### config.mk
export PLATFORM = sky130hd
export DESIGN_NAME = serial_unit
export DESIGN_NICKNAME = d
export VERILOG_FILES = /design/src/async_serial_pkg.sv /design/src/serial_unit.sv
export VERILOG_INCLUDE_DIRS = /design/src
export SDC_FILE = /design/constraint.sdc
export NUM_CORES = 1
export LEC_CHECK = 0
export BUFFER_PORTS_ARGS = -buffer_cell sky130_fd_sc_hd__buf_2
export CAP_MARGIN = 20
export CORE_MARGIN = 5
export CORE_UTILIZATION = 60
export CTS_CLUSTER_DIAMETER = 120
export DETAILED_ROUTE_END_ITERATION = 10
export GPL_ROUTABILITY_DRIVEN = 1
export PLACE_DENSITY = 0.88
export REMOVE_ABC_BUFFERS = 1
export SYNTH_ARGS = -nofsm -noshare
export SYNTH_HDL_FRONTEND = slang
export SYNTH_SLANG_ARGS = --single-unit
### constraint.sdc
create_clock -name clk -period 4.5 [get_ports clk]
set_input_delay 0.225 -clock clk [delete_from_list [all_inputs] [get_ports clk]]
set_output_delay 0.225 -clock clk [all_outputs]
set_load 0.01 [all_outputs]
### src/async_serial_regs.svh
/*
 Constants for the asynchronous serial unit: start-bit sample point, oversampling
 and reset values. Assumes inclusion by bare name from the design.
*/
`ifndef ASYNC_SERIAL_REGS_SVH
`define ASYNC_SERIAL_REGS_SVH
// ----------------------------------------
// Timing
// ----------------------------------------
`define OVERSAMPLE 16
`define MID_SAMPLE 7
// ----------------------------------------
// Reset values
// ----------------------------------------
`define RXD_RESET 8'h00
`define TX_EMPTY_RESET 1'b1
`define TX_END_RESET 1'b1
`endif

### src/async_serial_pkg.sv
/*
 Types for the asynchronous serial unit.
 Assumes nothing of its surroundings.
*/
package async_serial_pkg;
    typedef enum logic [2:0] {RX_IDLE, RX_START, RX_DATA, RX_EXTRA, RX_STOP} rx_state_t;
    typedef enum logic [2:0] {TX_IDLE, TX_START, TX_DATA, TX_EXTRA, TX_STOP1, TX_STOP2} tx_state_t;
endpackage : async_serial_pkg

### src/serial_unit.sv
/*
 Asynchronous serial unit: receiver with parity, framing and overrun
 checks, multiprocessor address filtering, and transmitter.
 Assumes a one-cycle tick at sixteen times the bit rate, inputs
 synchronous to clk, and software clear strobes as one-cycle pulses.
*/
`timescale 1ns/1ps
`include "async_serial_regs.svh"

// Operation
// RULE_01: Low start bit starts frame capture
// RULE_02: Data shifted in LSB first
// RULE_03: Parity mismatch flags error, data still stored
// RULE_04: First stop bit zero flags framing error
// RULE_05: Store only when full flag clear
// RULE_06: Full at frame end sets overrun
// RULE_07: Good frame sets full, stores byte
// RULE_08: Errors halt reception until cleared
// RULE_09: Full flag raises receive irq if enabled
// RULE_10: Any error with enable raises error irq
// RULE_11: Software clears error flags to resume
// RULE_12: Software clears full before stop bit
// RULE_13: Address flag bit marks ID frames
// RULE_14: Multiprocessor format has no parity
// RULE_15: Tx frame start data flag stop
// RULE_16: Empty clear loads shifter, sets empty
// RULE_17: Stop bit checks empty, chains or ends
// RULE_18: Software writes byte, flag, clears empty
// RULE_19: Address wait discards data frames
// RULE_20: Software compares ID, rearms address wait
// RULE_21: Software sets port before disabling tx
// RULE_22: Accepted ID frame clears address wait
// RULE_23: Tx disable sets empty; rx disable keeps
// RULE_24: External clock is sixteen times bit rate
module serial_unit
    import async_serial_pkg::*;
#(
    parameter int OVS = `OVERSAMPLE
) (
    // Clock and reset
    input wire logic clk,
    input wire logic arst_n,
    // Bit clock, sixteen per bit
    input wire logic bit_tick,
    // Line
    input wire logic rxd,
    output logic txd,
    // Mode
    input wire logic seven_bit,
    input wire logic parity_en,
    input wire logic odd_parity_sel,
    input wire logic multiproc_en,
    input wire logic two_stop,
    // Control
    input wire logic rx_on,
    input wire logic transmit_enable,
    input wire logic rx_full_irq_en,
    input wire logic tx_empty_irq_en,
    input wire logic tx_end_irq_en,
    input wire logic addr_wait_set,
    input wire logic addr_flag_tx_bit,
    // Software clears, one-cycle pulses
    input wire logic rx_full_clr,
    input wire logic tx_empty_clr,
    input wire logic overrun_clr,
    input wire logic framing_clr,
    input wire logic parity_clr,
    // Transmit data
    input wire logic [7:0] transmit_data_register,
    // Status
    output logic [7:0] receive_data_register,
    output logic rx_full_flag,
    output logic overrun_error_flag,
    output logic framing_error_flag,
    output logic parity_error_flag,
    output logic addr_flag_bit,
    output logic addr_wait_en,
    output logic tx_empty_flag,
    output logic transmit_end_flag,
    // Interrupts
    output logic rx_full_irq,
    output logic rx_error_irq,
    output logic tx_empty_irq,
    output logic tx_end_irq
);

    // ----------------------------------------
    // Receiver
    // ----------------------------------------
    rx_state_t rx_state_r;
    logic [3:0] rx_os_r;
    logic [2:0] rx_bit_r;
    logic [7:0] receive_shift_register_r;
    logic rx_extra_r;
    logic rx_done;
    logic rx_sample;
    logic rx_errors;
    logic rx_store;
    logic rx_par_bad;
    logic rx_ovr;
    logic rx_drop;
    logic [2:0] last_bit;

    assign last_bit = seven_bit ? 3'h6 : 3'h7;
    assign rx_errors = overrun_error_flag | framing_error_flag | parity_error_flag;
    assign rx_sample = bit_tick && (rx_os_r == 4'(OVS - 1));

    always_ff @(posedge clk or negedge arst_n) begin
        if (!arst_n) begin
            rx_state_r <= RX_IDLE;
            rx_os_r <= 4'h0;
            rx_bit_r <= 3'h0;
            receive_shift_register_r <= 8'h00;
            rx_extra_r <= 1'b0;
        end else if (!rx_on || rx_errors) begin
            rx_state_r <= RX_IDLE; // [RULE_08] [RULE_23]
            rx_os_r <= 4'h0;
        end else if (bit_tick) begin
            rx_os_r <= rx_os_r + 4'h1;
            unique case (rx_state_r)
                RX_IDLE: begin
                    rx_os_r <= 4'h0;
                    if (!rxd) begin
                        rx_state_r <= RX_START; // [RULE_01]
                    end
                end
                RX_START: begin
                    if (rx_os_r == 4'(`MID_SAMPLE)) begin
                        rx_os_r <= 4'h0;
                        rx_bit_r <= 3'h0;
                        receive_shift_register_r <= 8'h00;
                        rx_extra_r <= 1'b0;
                        rx_state_r <= rxd ? RX_IDLE : RX_DATA;
                    end
                end
                RX_DATA: begin
                    if (rx_sample) begin
                        rx_os_r <= 4'h0;
                        receive_shift_register_r[rx_bit_r] <= rxd; // [RULE_02]
                        rx_bit_r <= rx_bit_r + 3'h1;
                        if (rx_bit_r == last_bit) begin
                            rx_state_r <= (multiproc_en || parity_en) ? RX_EXTRA : RX_STOP;
                        end
                    end
                end
                RX_EXTRA: begin
                    if (rx_sample) begin
                        rx_os_r <= 4'h0;
                        rx_extra_r <= rxd;
                        rx_state_r <= RX_STOP;
                    end
                end
                RX_STOP: begin
                    if (rx_sample) begin
                        rx_os_r <= 4'h0;
                        rx_state_r <= RX_IDLE; // [RULE_04]
                    end
                end
                default: rx_state_r <= RX_IDLE;
            endcase
        end
    end

    assign rx_done = rx_on && !rx_errors && bit_tick && rx_sample && (rx_state_r == RX_STOP);
    assign rx_par_bad = !multiproc_en && parity_en
        && ((^receive_shift_register_r ^ rx_extra_r) != odd_parity_sel); // [RULE_03] [RULE_14]
    assign rx_drop = multiproc_en && addr_wait_en && !rx_extra_r; // [RULE_19]
    assign rx_ovr = rx_done && !rx_drop && rx_full_flag; // [RULE_06]
    assign rx_store = rx_done && !rx_drop && !rx_full_flag; // [RULE_05]

    // ----------------------------------------
    // Receive flags and data
    // ----------------------------------------
    always_ff @(posedge clk or negedge arst_n) begin
        if (!arst_n) begin
            receive_data_register <= `RXD_RESET;
            addr_flag_bit <= 1'b0;
        end else if (rx_store) begin
            receive_data_register <= receive_shift_register_r; // [RULE_03] [RULE_04]
            addr_flag_bit <= multiproc_en & rx_extra_r; // [RULE_13]
        end
    end

    always_ff @(posedge clk or negedge arst_n) begin
        if (!arst_n) begin
            rx_full_flag <= 1'b0;
        end else if (rx_store && rxd && !rx_par_bad) begin
            rx_full_flag <= 1'b1; // [RULE_07]
        end else if (rx_full_clr) begin
            rx_full_flag <= 1'b0;
        end
    end

    // ----------------------------------------
    // Receive errors and address wait
    // ----------------------------------------
    always_ff @(posedge clk or negedge arst_n) begin
        if (!arst_n) begin
            overrun_error_flag <= 1'b0;
        end else if (rx_ovr) begin
            overrun_error_flag <= 1'b1; // [RULE_06]
        end else if (overrun_clr) begin
            overrun_error_flag <= 1'b0;
        end
    end

    always_ff @(posedge clk or negedge arst_n) begin
        if (!arst_n) begin
            framing_error_flag <= 1'b0;
        end else if (rx_store && !rxd) begin
            framing_error_flag <= 1'b1; // [RULE_04]
        end else if (framing_clr) begin
            framing_error_flag <= 1'b0;
        end
    end

    always_ff @(posedge clk or negedge arst_n) begin
        if (!arst_n) begin
            parity_error_flag <= 1'b0;
        end else if (rx_store && rx_par_bad) begin
            parity_error_flag <= 1'b1; // [RULE_03]
        end else if (parity_clr) begin
            parity_error_flag <= 1'b0;
        end
    end

    always_ff @(posedge clk or negedge arst_n) begin
        if (!arst_n) begin
            addr_wait_en <= 1'b0;
        end else if (rx_store && multiproc_en && rx_extra_r) begin
            addr_wait_en <= 1'b0; // [RULE_22]
        end else if (addr_wait_set) begin
            addr_wait_en <= 1'b1;
        end
    end

    // ----------------------------------------
    // Receive interrupts
    // ----------------------------------------
    assign rx_full_irq = rx_full_flag & rx_full_irq_en; // [RULE_09]
    assign rx_error_irq = rx_errors & rx_full_irq_en; // [RULE_10]

    // ----------------------------------------
    // Transmitter
    // ----------------------------------------
    tx_state_t tx_state_r;
    logic [3:0] tx_os_r;
    logic [2:0] tx_bit_r;
    logic [7:0] transmit_shift_register_r;
    logic tx_mpb_r;
    logic tx_load;
    logic tx_bit_end;
    logic tx_stop_last;

    assign tx_bit_end = bit_tick && (tx_os_r == 4'(OVS - 1));
    assign tx_stop_last = tx_bit_end
        && ((tx_state_r == TX_STOP2) || (tx_state_r == TX_STOP1 && !two_stop));
    assign tx_load = transmit_enable && !tx_empty_flag
        && ((tx_state_r == TX_IDLE) || tx_stop_last); // [RULE_16] [RULE_17]

    always_ff @(posedge clk or negedge arst_n) begin
        if (!arst_n) begin
            tx_state_r <= TX_IDLE;
            tx_os_r <= 4'h0;
            tx_bit_r <= 3'h0;
            transmit_shift_register_r <= 8'h00;
            tx_mpb_r <= 1'b0;
        end else if (!transmit_enable) begin
            tx_state_r <= TX_IDLE; // [RULE_23]
            tx_os_r <= 4'h0;
            transmit_shift_register_r <= 8'h00;
        end else if (tx_load) begin
            transmit_shift_register_r <= transmit_data_register;
            tx_mpb_r <= addr_flag_tx_bit; // [RULE_15]
            tx_bit_r <= 3'h0;
            tx_os_r <= 4'h0;
            tx_state_r <= TX_START;
        end else if (bit_tick && tx_state_r != TX_IDLE) begin
            tx_os_r <= tx_os_r + 4'h1;
            if (tx_bit_end) begin
                tx_os_r <= 4'h0;
                unique case (tx_state_r)
                    TX_START: tx_state_r <= TX_DATA;
                    TX_DATA: begin
                        tx_bit_r <= tx_bit_r + 3'h1;
                        if (tx_bit_r == last_bit) begin
                            tx_state_r <= (multiproc_en || parity_en) ? TX_EXTRA : TX_STOP1;
                        end
                    end
                    TX_EXTRA: tx_state_r <= TX_STOP1;
                    TX_STOP1: tx_state_r <= two_stop ? TX_STOP2 : TX_IDLE;
                    TX_STOP2: tx_state_r <= TX_IDLE;
                    default: tx_state_r <= TX_IDLE;
                endcase
            end
        end
    end

    // ----------------------------------------
    // Line output, registered
    // ----------------------------------------
    always_ff @(posedge clk or negedge arst_n) begin
        if (!arst_n) begin
            txd <= 1'b1;
        end else begin
            unique case (tx_state_r)
                TX_START: txd <= 1'b0;
                TX_DATA: txd <= transmit_shift_register_r[tx_bit_r]; // [RULE_15]
                TX_EXTRA: txd <= multiproc_en ? tx_mpb_r
                    : (^transmit_shift_register_r[6:0]
                    ^ (!seven_bit & transmit_shift_register_r[7]) ^ odd_parity_sel); // [RULE_14]
                default: txd <= 1'b1;
            endcase
        end
    end

    // ----------------------------------------
    // Transmit flags
    // ----------------------------------------
    always_ff @(posedge clk or negedge arst_n) begin
        if (!arst_n) begin
            tx_empty_flag <= `TX_EMPTY_RESET;
        end else if (!transmit_enable || tx_load) begin
            tx_empty_flag <= 1'b1; // [RULE_16] [RULE_23]
        end else if (tx_empty_clr) begin
            tx_empty_flag <= 1'b0;
        end
    end

    always_ff @(posedge clk or negedge arst_n) begin
        if (!arst_n) begin
            transmit_end_flag <= `TX_END_RESET;
        end else if (tx_stop_last && tx_empty_flag) begin
            transmit_end_flag <= 1'b1; // [RULE_17]
        end else if (tx_load) begin
            transmit_end_flag <= 1'b0;
        end
    end

    // ----------------------------------------
    // Transmit interrupts
    // ----------------------------------------
    assign tx_empty_irq = tx_empty_flag & tx_empty_irq_en & transmit_enable; // [RULE_16]
    assign tx_end_irq = transmit_end_flag & tx_end_irq_en & transmit_enable; // [RULE_17]

endmodule : serial_unit

# Yosys cells after proc, flatten, opt, wreduce, memory -nomap -nowiden
# Cells that the tools add are included.
# W data, S select, Z words.
dict set report op_classes {
  add_sub_neg 4
  order_cmp 3
  n_eq_ne 28
  n_mux 64
  bitwise_logic 14
  n_reduce_logical 68
}
# cell n
set op_table {}
lappend op_table {{$mux W3} 21}
lappend op_table {{$mux W4} 8}
lappend op_table {{$mux W8} 4}
lappend op_table {{$logic_and A1 B1 Y1} 26}
lappend op_table {{$reduce_bool A2 Y1} 13}
lappend op_table {{$mux W1} 20}
lappend op_table {{$ne A3 B3 Y1 const B} 6}
lappend op_table {{$pmux W8 S2} 1}
lappend op_table {{$pmux W3 S5} 1}
lappend op_table {{$eq A3 B2 Y1 const B} 4}
lappend op_table {{$logic_not A1 Y1} 12}
lappend op_table {{$pmux W3 S4} 1}
lappend op_table {{$pmux W4 S3} 1}
lappend op_table {{$reduce_and A5 Y1} 2}
lappend op_table {{$eq A3 B3 Y1 const B} 3}
lappend op_table {{$add A4 B1 Y4 const B} 2}
lappend op_table {{$and A1 B1 Y1} 8}
lappend op_table {{$bwmux W8} 1}
lappend op_table {{$eq A4 B4 Y1 const B} 2}
lappend op_table {{$lt A3 B4 Y1 const B} 2}
lappend op_table {{$reduce_xor A8 Y1} 1}
lappend op_table {{$reduce_and A7 Y1} 1}
lappend op_table {{$reduce_xor A7 Y1} 1}
lappend op_table {{$add A3 B1 Y3 const B} 2}
lappend op_table {{other kinds (25)} 38}
dict set report totals {
  register_bits 55
  input_bits 29
  output_inout_bits 21
  wordCells 201
}

# Longest topological paths before layout
# Gate-level depths: netlist of the first run.
dict set report logic_depth {
  word_depth 12
  mapped_depth 7
}

# Worst setup path after synthesis of the first run
# No wires, ideal clock.
dict set report synth_path {
  kind {flip-flop to flip-flop}
  from {register parity_error_flag}
  to {register receive_data_register[1]}
  setup_time_ns 0.125
  arrival_ns 1.895
  setup_slack_ns 2.480
  path_stages_with_launch 7
  n_path_buf 2
  synth_period_minus_slack_ns 2.020
  cell_sequence {dfrtp_1 > or4b_1 > buf_4 > nor2_4 > and4_4 > buf_12 > mux2_4}
}
dict set report synth_via {
  elab_chain_len 8
}
# element line
set synth_rtl {}
lappend synth_rtl {{from (decl)} serial_unit.sv:75} ;# output logic parity_error_flag,
lappend synth_rtl {{from (signal assigned)} serial_unit.sv:219} ;# parity_error_flag <= 1'b0;
lappend synth_rtl {{from (signal assigned)} serial_unit.sv:221} ;# parity_error_flag <= 1'b1;
lappend synth_rtl {{from (signal assigned)} serial_unit.sv:223} ;# parity_error_flag <= 1'b0;
lappend synth_rtl {{$or A1 B1 Y1} serial_unit.sv:105} ;# assign rx_errors = overrun_error_flag | framing_error_flag | parity_error_flag;
lappend synth_rtl {{$logic_not A1 Y1} serial_unit.sv:164} ;# assign rx_done = rx_on && !rx_errors && bit_tick && rx_sample && (rx_state_r == RX_STOP);
lappend synth_rtl {{$logic_and A1 B1 Y1 (4 in a row)} serial_unit.sv:164}
lappend synth_rtl {{$logic_and A1 B1 Y1 (2 in a row)} serial_unit.sv:169} ;# assign rx_store = rx_done && !rx_drop && !rx_full_flag;
lappend synth_rtl {{to (signal assigned)} serial_unit.sv:176} ;# receive_data_register <= `RXD_RESET;
lappend synth_rtl {{to (signal assigned)} serial_unit.sv:179} ;# receive_data_register <= receive_shift_register_r;
lappend synth_rtl {{to (decl)} serial_unit.sv:71} ;# output logic [7:0] receive_data_register,
# Every way passes these cells.
# A chain may end at the register's enable or synchronous reset.

# Final worst setup path of the first run
dict set report layout_path {
  from {register parity_error_flag}
  to {register receive_data_register[0]}
}
# Same word-level chain as after synthesis.

==> flow_summary.ini, run 1 <==
[status]
status = finished, final reports clean

[sta]
setup_ws_ps = 2310
fmax_mhz = 457
hold_ws_ps = 19.0
rsz0062_at_grt = false
period_share = 0.486
period_minus_slack_ps = 2190
max_slew_margin = 0.548
slew_viol_final = 0
hold_violations = 0
tns_ps = 0
fin_skew_ps = 16.7
setup_viol = 0
tightest_slew_ps = 678

[route]
ant_nets = 0
via_per_inst = 5.69
dr_wl_met3_um = 387
topRoutingLayerUsed = met4
finalWirelength_um = 6220
route.met2.wl_um = 3010
via_count = 2414
drt_iter0_markers = 212
drcViolationCount = 0
wl_met1_um = 2750
drt_first_pass_iters = 4
wl_per_cell_um = 14.7

[clocking]
cts_resized = 0
post_cts_buffers = 0
ctsHoldBuffers = 0
htreeDepth = 2
insertion_delay_ps = 320
cts_buffers = 5
clk_path_buf_depth = 2
clkSinkCount = 55
cts_root_buffer = clkbuf_8
cts_tree = done
worst_setup_hold_path_clk_slew_ps = 100

[floorplanning]
rows = 26
core_area_sq_um = 5070
die_area_sq_um = 6750
dieWidth_um = 82.2
chipHeight_um = 82.2
initial_core_util = 0.616
num_io_pins = 50

[power_and_ir_drop]
ir_drop_v = 0.000167
p_comb_frac = 0.138
totalPowerFinal_mw = 0.934
internal-power_mw = 0.681
leakage_nw = 1.66
clockPowerShare = 0.294
seqPwrFrac = 0.568
power_switching_mw = 0.253
powerDensity_nw_per_um2 = 267
p_sw_frac = 0.271

[global_routing]
first_global_vias = 2388
grt.overflow.total = 0
grt_max_degree = 56
grt_pass1_wl_um = 10800
antenna_found_initial = 0
grtUsageTotal = 0.207

[synth]
synth_warnings = 0
avgSynthCellArea_sq_um = 10.1
ys_seq_area_frac = 0.442
yosys-top-cells-area = dfrtp_1 42%, mux2i_1 5.8%, nand2_1 3.4%
synth_edf_count = 0
synth_cells = 308
synthesis.area_sq_um = 3130
ys.flop_type = dfrtp_1
synth_top_cell_area_share = 0.416
async_flop_share = 1.00
synth_seq_cells = 55
synth_cell_types = 64
yosys.area.top_type = dfrtp_1

[final_layout]
final_core_util = 0.689
instances_no_fill = 424
stdcell_area_sq_um = 3500
n_antenna_cell = 0
final_nets = 386
fill_cells = 403
multi_input_comb_area_sq_um = 1640
final-seq-area_sq_um = 1380
areaGrowthSynthToFinish_pct = 11.8
layout-drive-gt1-share = 0.226

[flow_run]
max_cap_violations = 0

[worst_setup_path]
worst_setup_path_end_kind = flop
cp-start-kind = flop
path_max_fanout = 12
critPathKind = reg -> reg
rr_worst_depth = 4
arrival_ps = 2400
critPathRequiredTime_ps = 4720
regToRegSetupSlack_ps = 2310

[hold_path]
min_path_type = in -> async

[place]
place_ws_ps = 2080
placed_area_sq_um = 3400
place_hpwl_um = 4560
portBuffers = 49
placedCellCount = 415
place_congestion = 0.935
-- state kept, by name (all words and copies together), names as in the netlist, 3 cells and up --
name / cells
receive_data_register: 8
receive_shift_register_r: 8
transmit_shift_register_r: 8
rx_os_r: 4
tx_os_r: 4
rx_bit_r: 3
rx_state_r: 3
tx_bit_r: 3
tx_state_r: 3
-- cell usage in the layout (no fill, tap or decap), drive strengths merged, types with 9 or more instances in the layout --
master   n
nor2    24
nand3   10
inv     10
buf     51
o21ai   13
mux2    10
a21oi    9
dfrtp   52
nor3    12
xnor2   11
nand2b   9
mux2i   18
nand2   28
-- Yosys cell counts, types with 3 or more instances --
cell / count
nand2b_1: 9
o211ai_1: 4
a21o_1: 3
and3_1: 3
xnor2_1: 11
nand4_1: 6
nor2b_1: 7
nor2_1: 23
dfrtp_1: 52
a21oi_1: 9
mux2i_1: 18
xor2_1: 6
nor3_1: 12
o21ai_1: 4
and2_1: 3
mux2_1: 3
buf_2: 3
inv_1: 10
nand3b_1: 4
clkbuf_1: 7
dfstp_2: 3
ha_1: 4
a31oi_1: 3
nand2_1: 28
o21ai_0: 9
mux2_4: 6
nand3_1: 9
-- critical path: stages (launching register included) --
cell and delay (ps):
dfrtp_1 430, or4b_1 760, nor2_4 180, and4_4 370, mux2_1 340
-- final timing paths --
| kind | from | to |
|---|---|---|
| max in group asynchronous | arst_n | tx_state_r[1]$_DFFE_PN0P_ |
| max | parity_error_flag$_DFFE_PN0P_ | receive_data_register[0]$_DFFE_PN0P_ |
| min reg2reg | receive_data_register[7]$_DFFE_PN0P_ | receive_data_register[7]$_DFFE_PN0P_ |
| min | arst_n | rx_state_r[0]$_DFFE_PN0P_ |
| min in group clk | overrun_clr | overrun_error_flag$_DFFE_PN0P_ |
| max reg2reg | parity_error_flag$_DFFE_PN0P_ | receive_data_register[0]$_DFFE_PN0P_ |
-- cell families (layout without fill, tap and decap cells) --
logic type,after synthesis,count (layout),synth area share
flip-flops,55,55,0.442
adder cells (fa/ha/maj),4,4,0.0160
AND/OR/NAND/NOR,124,124,0.216
buffers and inverters,24,70,0.0364
XOR/XNOR,19,19,0.0620
AO/OA/AOI/OAI,52,52,0.112
multiplexers,30,30,0.115
-- power groups by stage --
stage	combinational (mW)	clock (mW)	sequential, mW
after floorplan	0.0825	0	0.536
after global placement	0.125	0	0.539
after detailed placement	0.128	0	0.540
after CTS	0.129	0.283	0.530
after global routing	0.144	0.307	0.534
final	0.129	0.275	0.531
-- area by class of cell --
type	instances	area share
multi-input combinational	229	0.468
sequential	55	0.395
timing repair buffer	51	0.0755
tap	70	0.0251
clock buffer	6	0.0208
inverter	11	0.0118
clock inverter	2	0.00394
-- routing by layer --
metal,vias to the layer above,global-route usage
met4,0,0.0631
met2,72,0.341
met3,9,0.0488
met5,-,0
met1,1138,0.272
li1,1195,-
Power figures use the tool's default switching activity.
==> run 2: changes to the inputs <==
Settings changed: CORE_UTILIZATION 60 to 51, PLACE_DENSITY 0.88 to 0.8.
Clock period 4.5 ns to 1.8 ns, I/O delays scaled along.
==> run 2 against run 1 <==
Against the previous run:
- the flow now finishes with violations (negative setup slack)
- sequential power grew 150%
- utilization shrank 1.0 points
- setup slack lost 2300 ps
- flip-flop and latch count is the same
==> flow_summary.ini, run 2 (synthesis results as in run 1) <==
[status]
status = finished with violations
violations = negative setup slack

[floorplanning]
chipHeight_um = 88.3
num_io_pins = 50
die_area_sq_um = 7790
rows = 28
core_area_sq_um = 5960
dieWidth_um = 88.3
initial_core_util = 0.525

[clocking]
cts_buffers = 5
cts_root_buffer = clkbuf_8
cts_tree = done
clkSinkCount = 55
htreeDepth = 2
insertion_delay_ps = 320
clk_path_buf_depth = 2
worst_setup_hold_path_clk_slew_ps = 100

[sta]
hold_violations = 0
slew_viol_final = 0
setup_viol = 7
fin_skew_ps = 9.67
period_share = 1.01
tns_ps = -126
max_slew_margin = 0.532
tightest_slew_ps = 701
setup_ws_ps = -24.1
rsz0062_at_grt = true
period_minus_slack_ps = 1820
hold_ws_ps = 12.5
fmax_mhz = 548

[worst_setup_path]
cp_top_family = XOR/XNOR gates
path_cells = xor2_1 > xnor3_1 > xnor2_1 > nor4b_1 > or4_1
worstPathBufferInverterCount = 0
critical-path-max-stage-delay_ps = 490
worst_setup_path_end_kind = flop
reg2reg_from = transmit_shift_register_r[6]$_DFFE_PN0P_
path_max_fanout = 2
startpoint = transmit_shift_register_r[6]$_DFFE_PN0P_
critPathRequiredTime_ps = 2040
regToRegSetupSlack_ps = -20
cp_slowest_cell = or4_1
critPathKind = reg -> reg
cp-start-kind = flop
arrival_ps = 2060

[final_layout]
final_common_cell = dfrtp_1
final_core_util = 0.678
instances_no_fill = 477
mostFrequentLayoutCells = 51 x dfrtp_1, 49 x buf_2, 41 x buf_4
areaGrowthSynthToFinish_pct = 29.3
n_antenna_cell = 0
stdcell_area_sq_um = 4040
final_nets = 434
reg.largest.list = receive_data_register x8, receive_shift_register_r x8, transmit_shift_register_r x8
layout-drive-gt1-share = 0.371

[power_and_ir_drop]
ir_drop_v = 0.000393
totalPowerFinal_mw = 2.47
powerDensity_nw_per_um2 = 612
leakage_nw = 1.95

[route]
via_per_inst = 5.67
drt_iter0_markers = 187
via_count = 2705
wl_per_cell_um = 15.9
drt_first_pass_iters = 4
finalWirelength_um = 7590
drcViolationCount = 0
ant_nets = 0

[global_routing]
grt.overflow.total = 0
grtUsageTotal = 0.205
grt_pass1_wl_um = 12600
grt_max_degree = 56
antenna_found_initial = 0
first_global_vias = 2716

[place]
place_hpwl_um = 5250
placed_area_sq_um = 3670
place_ws_ps = -239
place_congestion = 0.821
placedCellCount = 456
portBuffers = 49

[hold_path]
min_from = transmit_data_register[7]
min_path_type = in -> reg

[flow_run]
max_cap_violations = 0
## run 2: changes by cell type in the layout (fill, tap and decap cells not counted), moves of 3 or more
| cell | change |
|---|---|
| dlygate4sd3_1 | +5 |
| xnor2_2 | +5 |
| xnor2_1 | -5 |
| mux2_4 | +3 |
| mux2_1 | -3 |
| buf_4 | +40 |
## run 2: timing repair
item / in CTS / in global routing
pin swaps: 8 / 15
gates resized for setup: 13 / 21
setup endpoints to repair: 36 / 46
cloned: 1 / 0
hold buffers: 5 / 0
endpoints found under the hold margin: 56 / 0
buffers inserted: 2 / 5
## run 2: layer usage
layer | wire length (um) | vias to the layer above | global-route usage
met5 | 0 | - | 0
met4 | 80 | 0 | 0.0577
met3 | 359 | 9 | 0.0242
met2 | 3840 | 70 | 0.356
met1 | 3310 | 1331 | 0.272
li1 | - | 1295 | -
## run 2: worst paths after layout
check	endpoint	depth (start not counted)
worst max-delay path	txd$_DFF_PN1_	5
worst min-delay path	transmit_shift_register_r[7]$_DFFE_PN0P_	3
worst max register to register	txd$_DFF_PN1_	5
worst min register to register	receive_data_register[6]$_DFFE_PN0P_	1
max in group asynchronous	rx_state_r[1]$_DFFE_PN0P_	3
min in group asynchronous	rx_os_r[3]$_DFFE_PN0N_	3
## run 2: report_power, final
part           switching [mW]  total (mW)  internal, mW  leakage (nW)
clock network           0.434       0.714         0.280        0.0485
registers              0.0433        1.32          1.28         0.738
logic                   0.219       0.437         0.218          1.16
## run 2: tightest hold or removal path, delay by kind of cell
family / cells / cell delay [ps]
mux: 1 / 50
buf+inv: 1 / 80
simple gates: 1 / 80
## run 2: cell type report
type	count	area, sq um
Clock buffer	5	68.8
Clock inverter	3	22.5
Fill cell	473	1920
Inverter	11	41.3
Multi-Input combinational cell	230	1800
Sequential cell	55	1380
Tap cell	75	93.8
Timing Repair Buffer	98	637
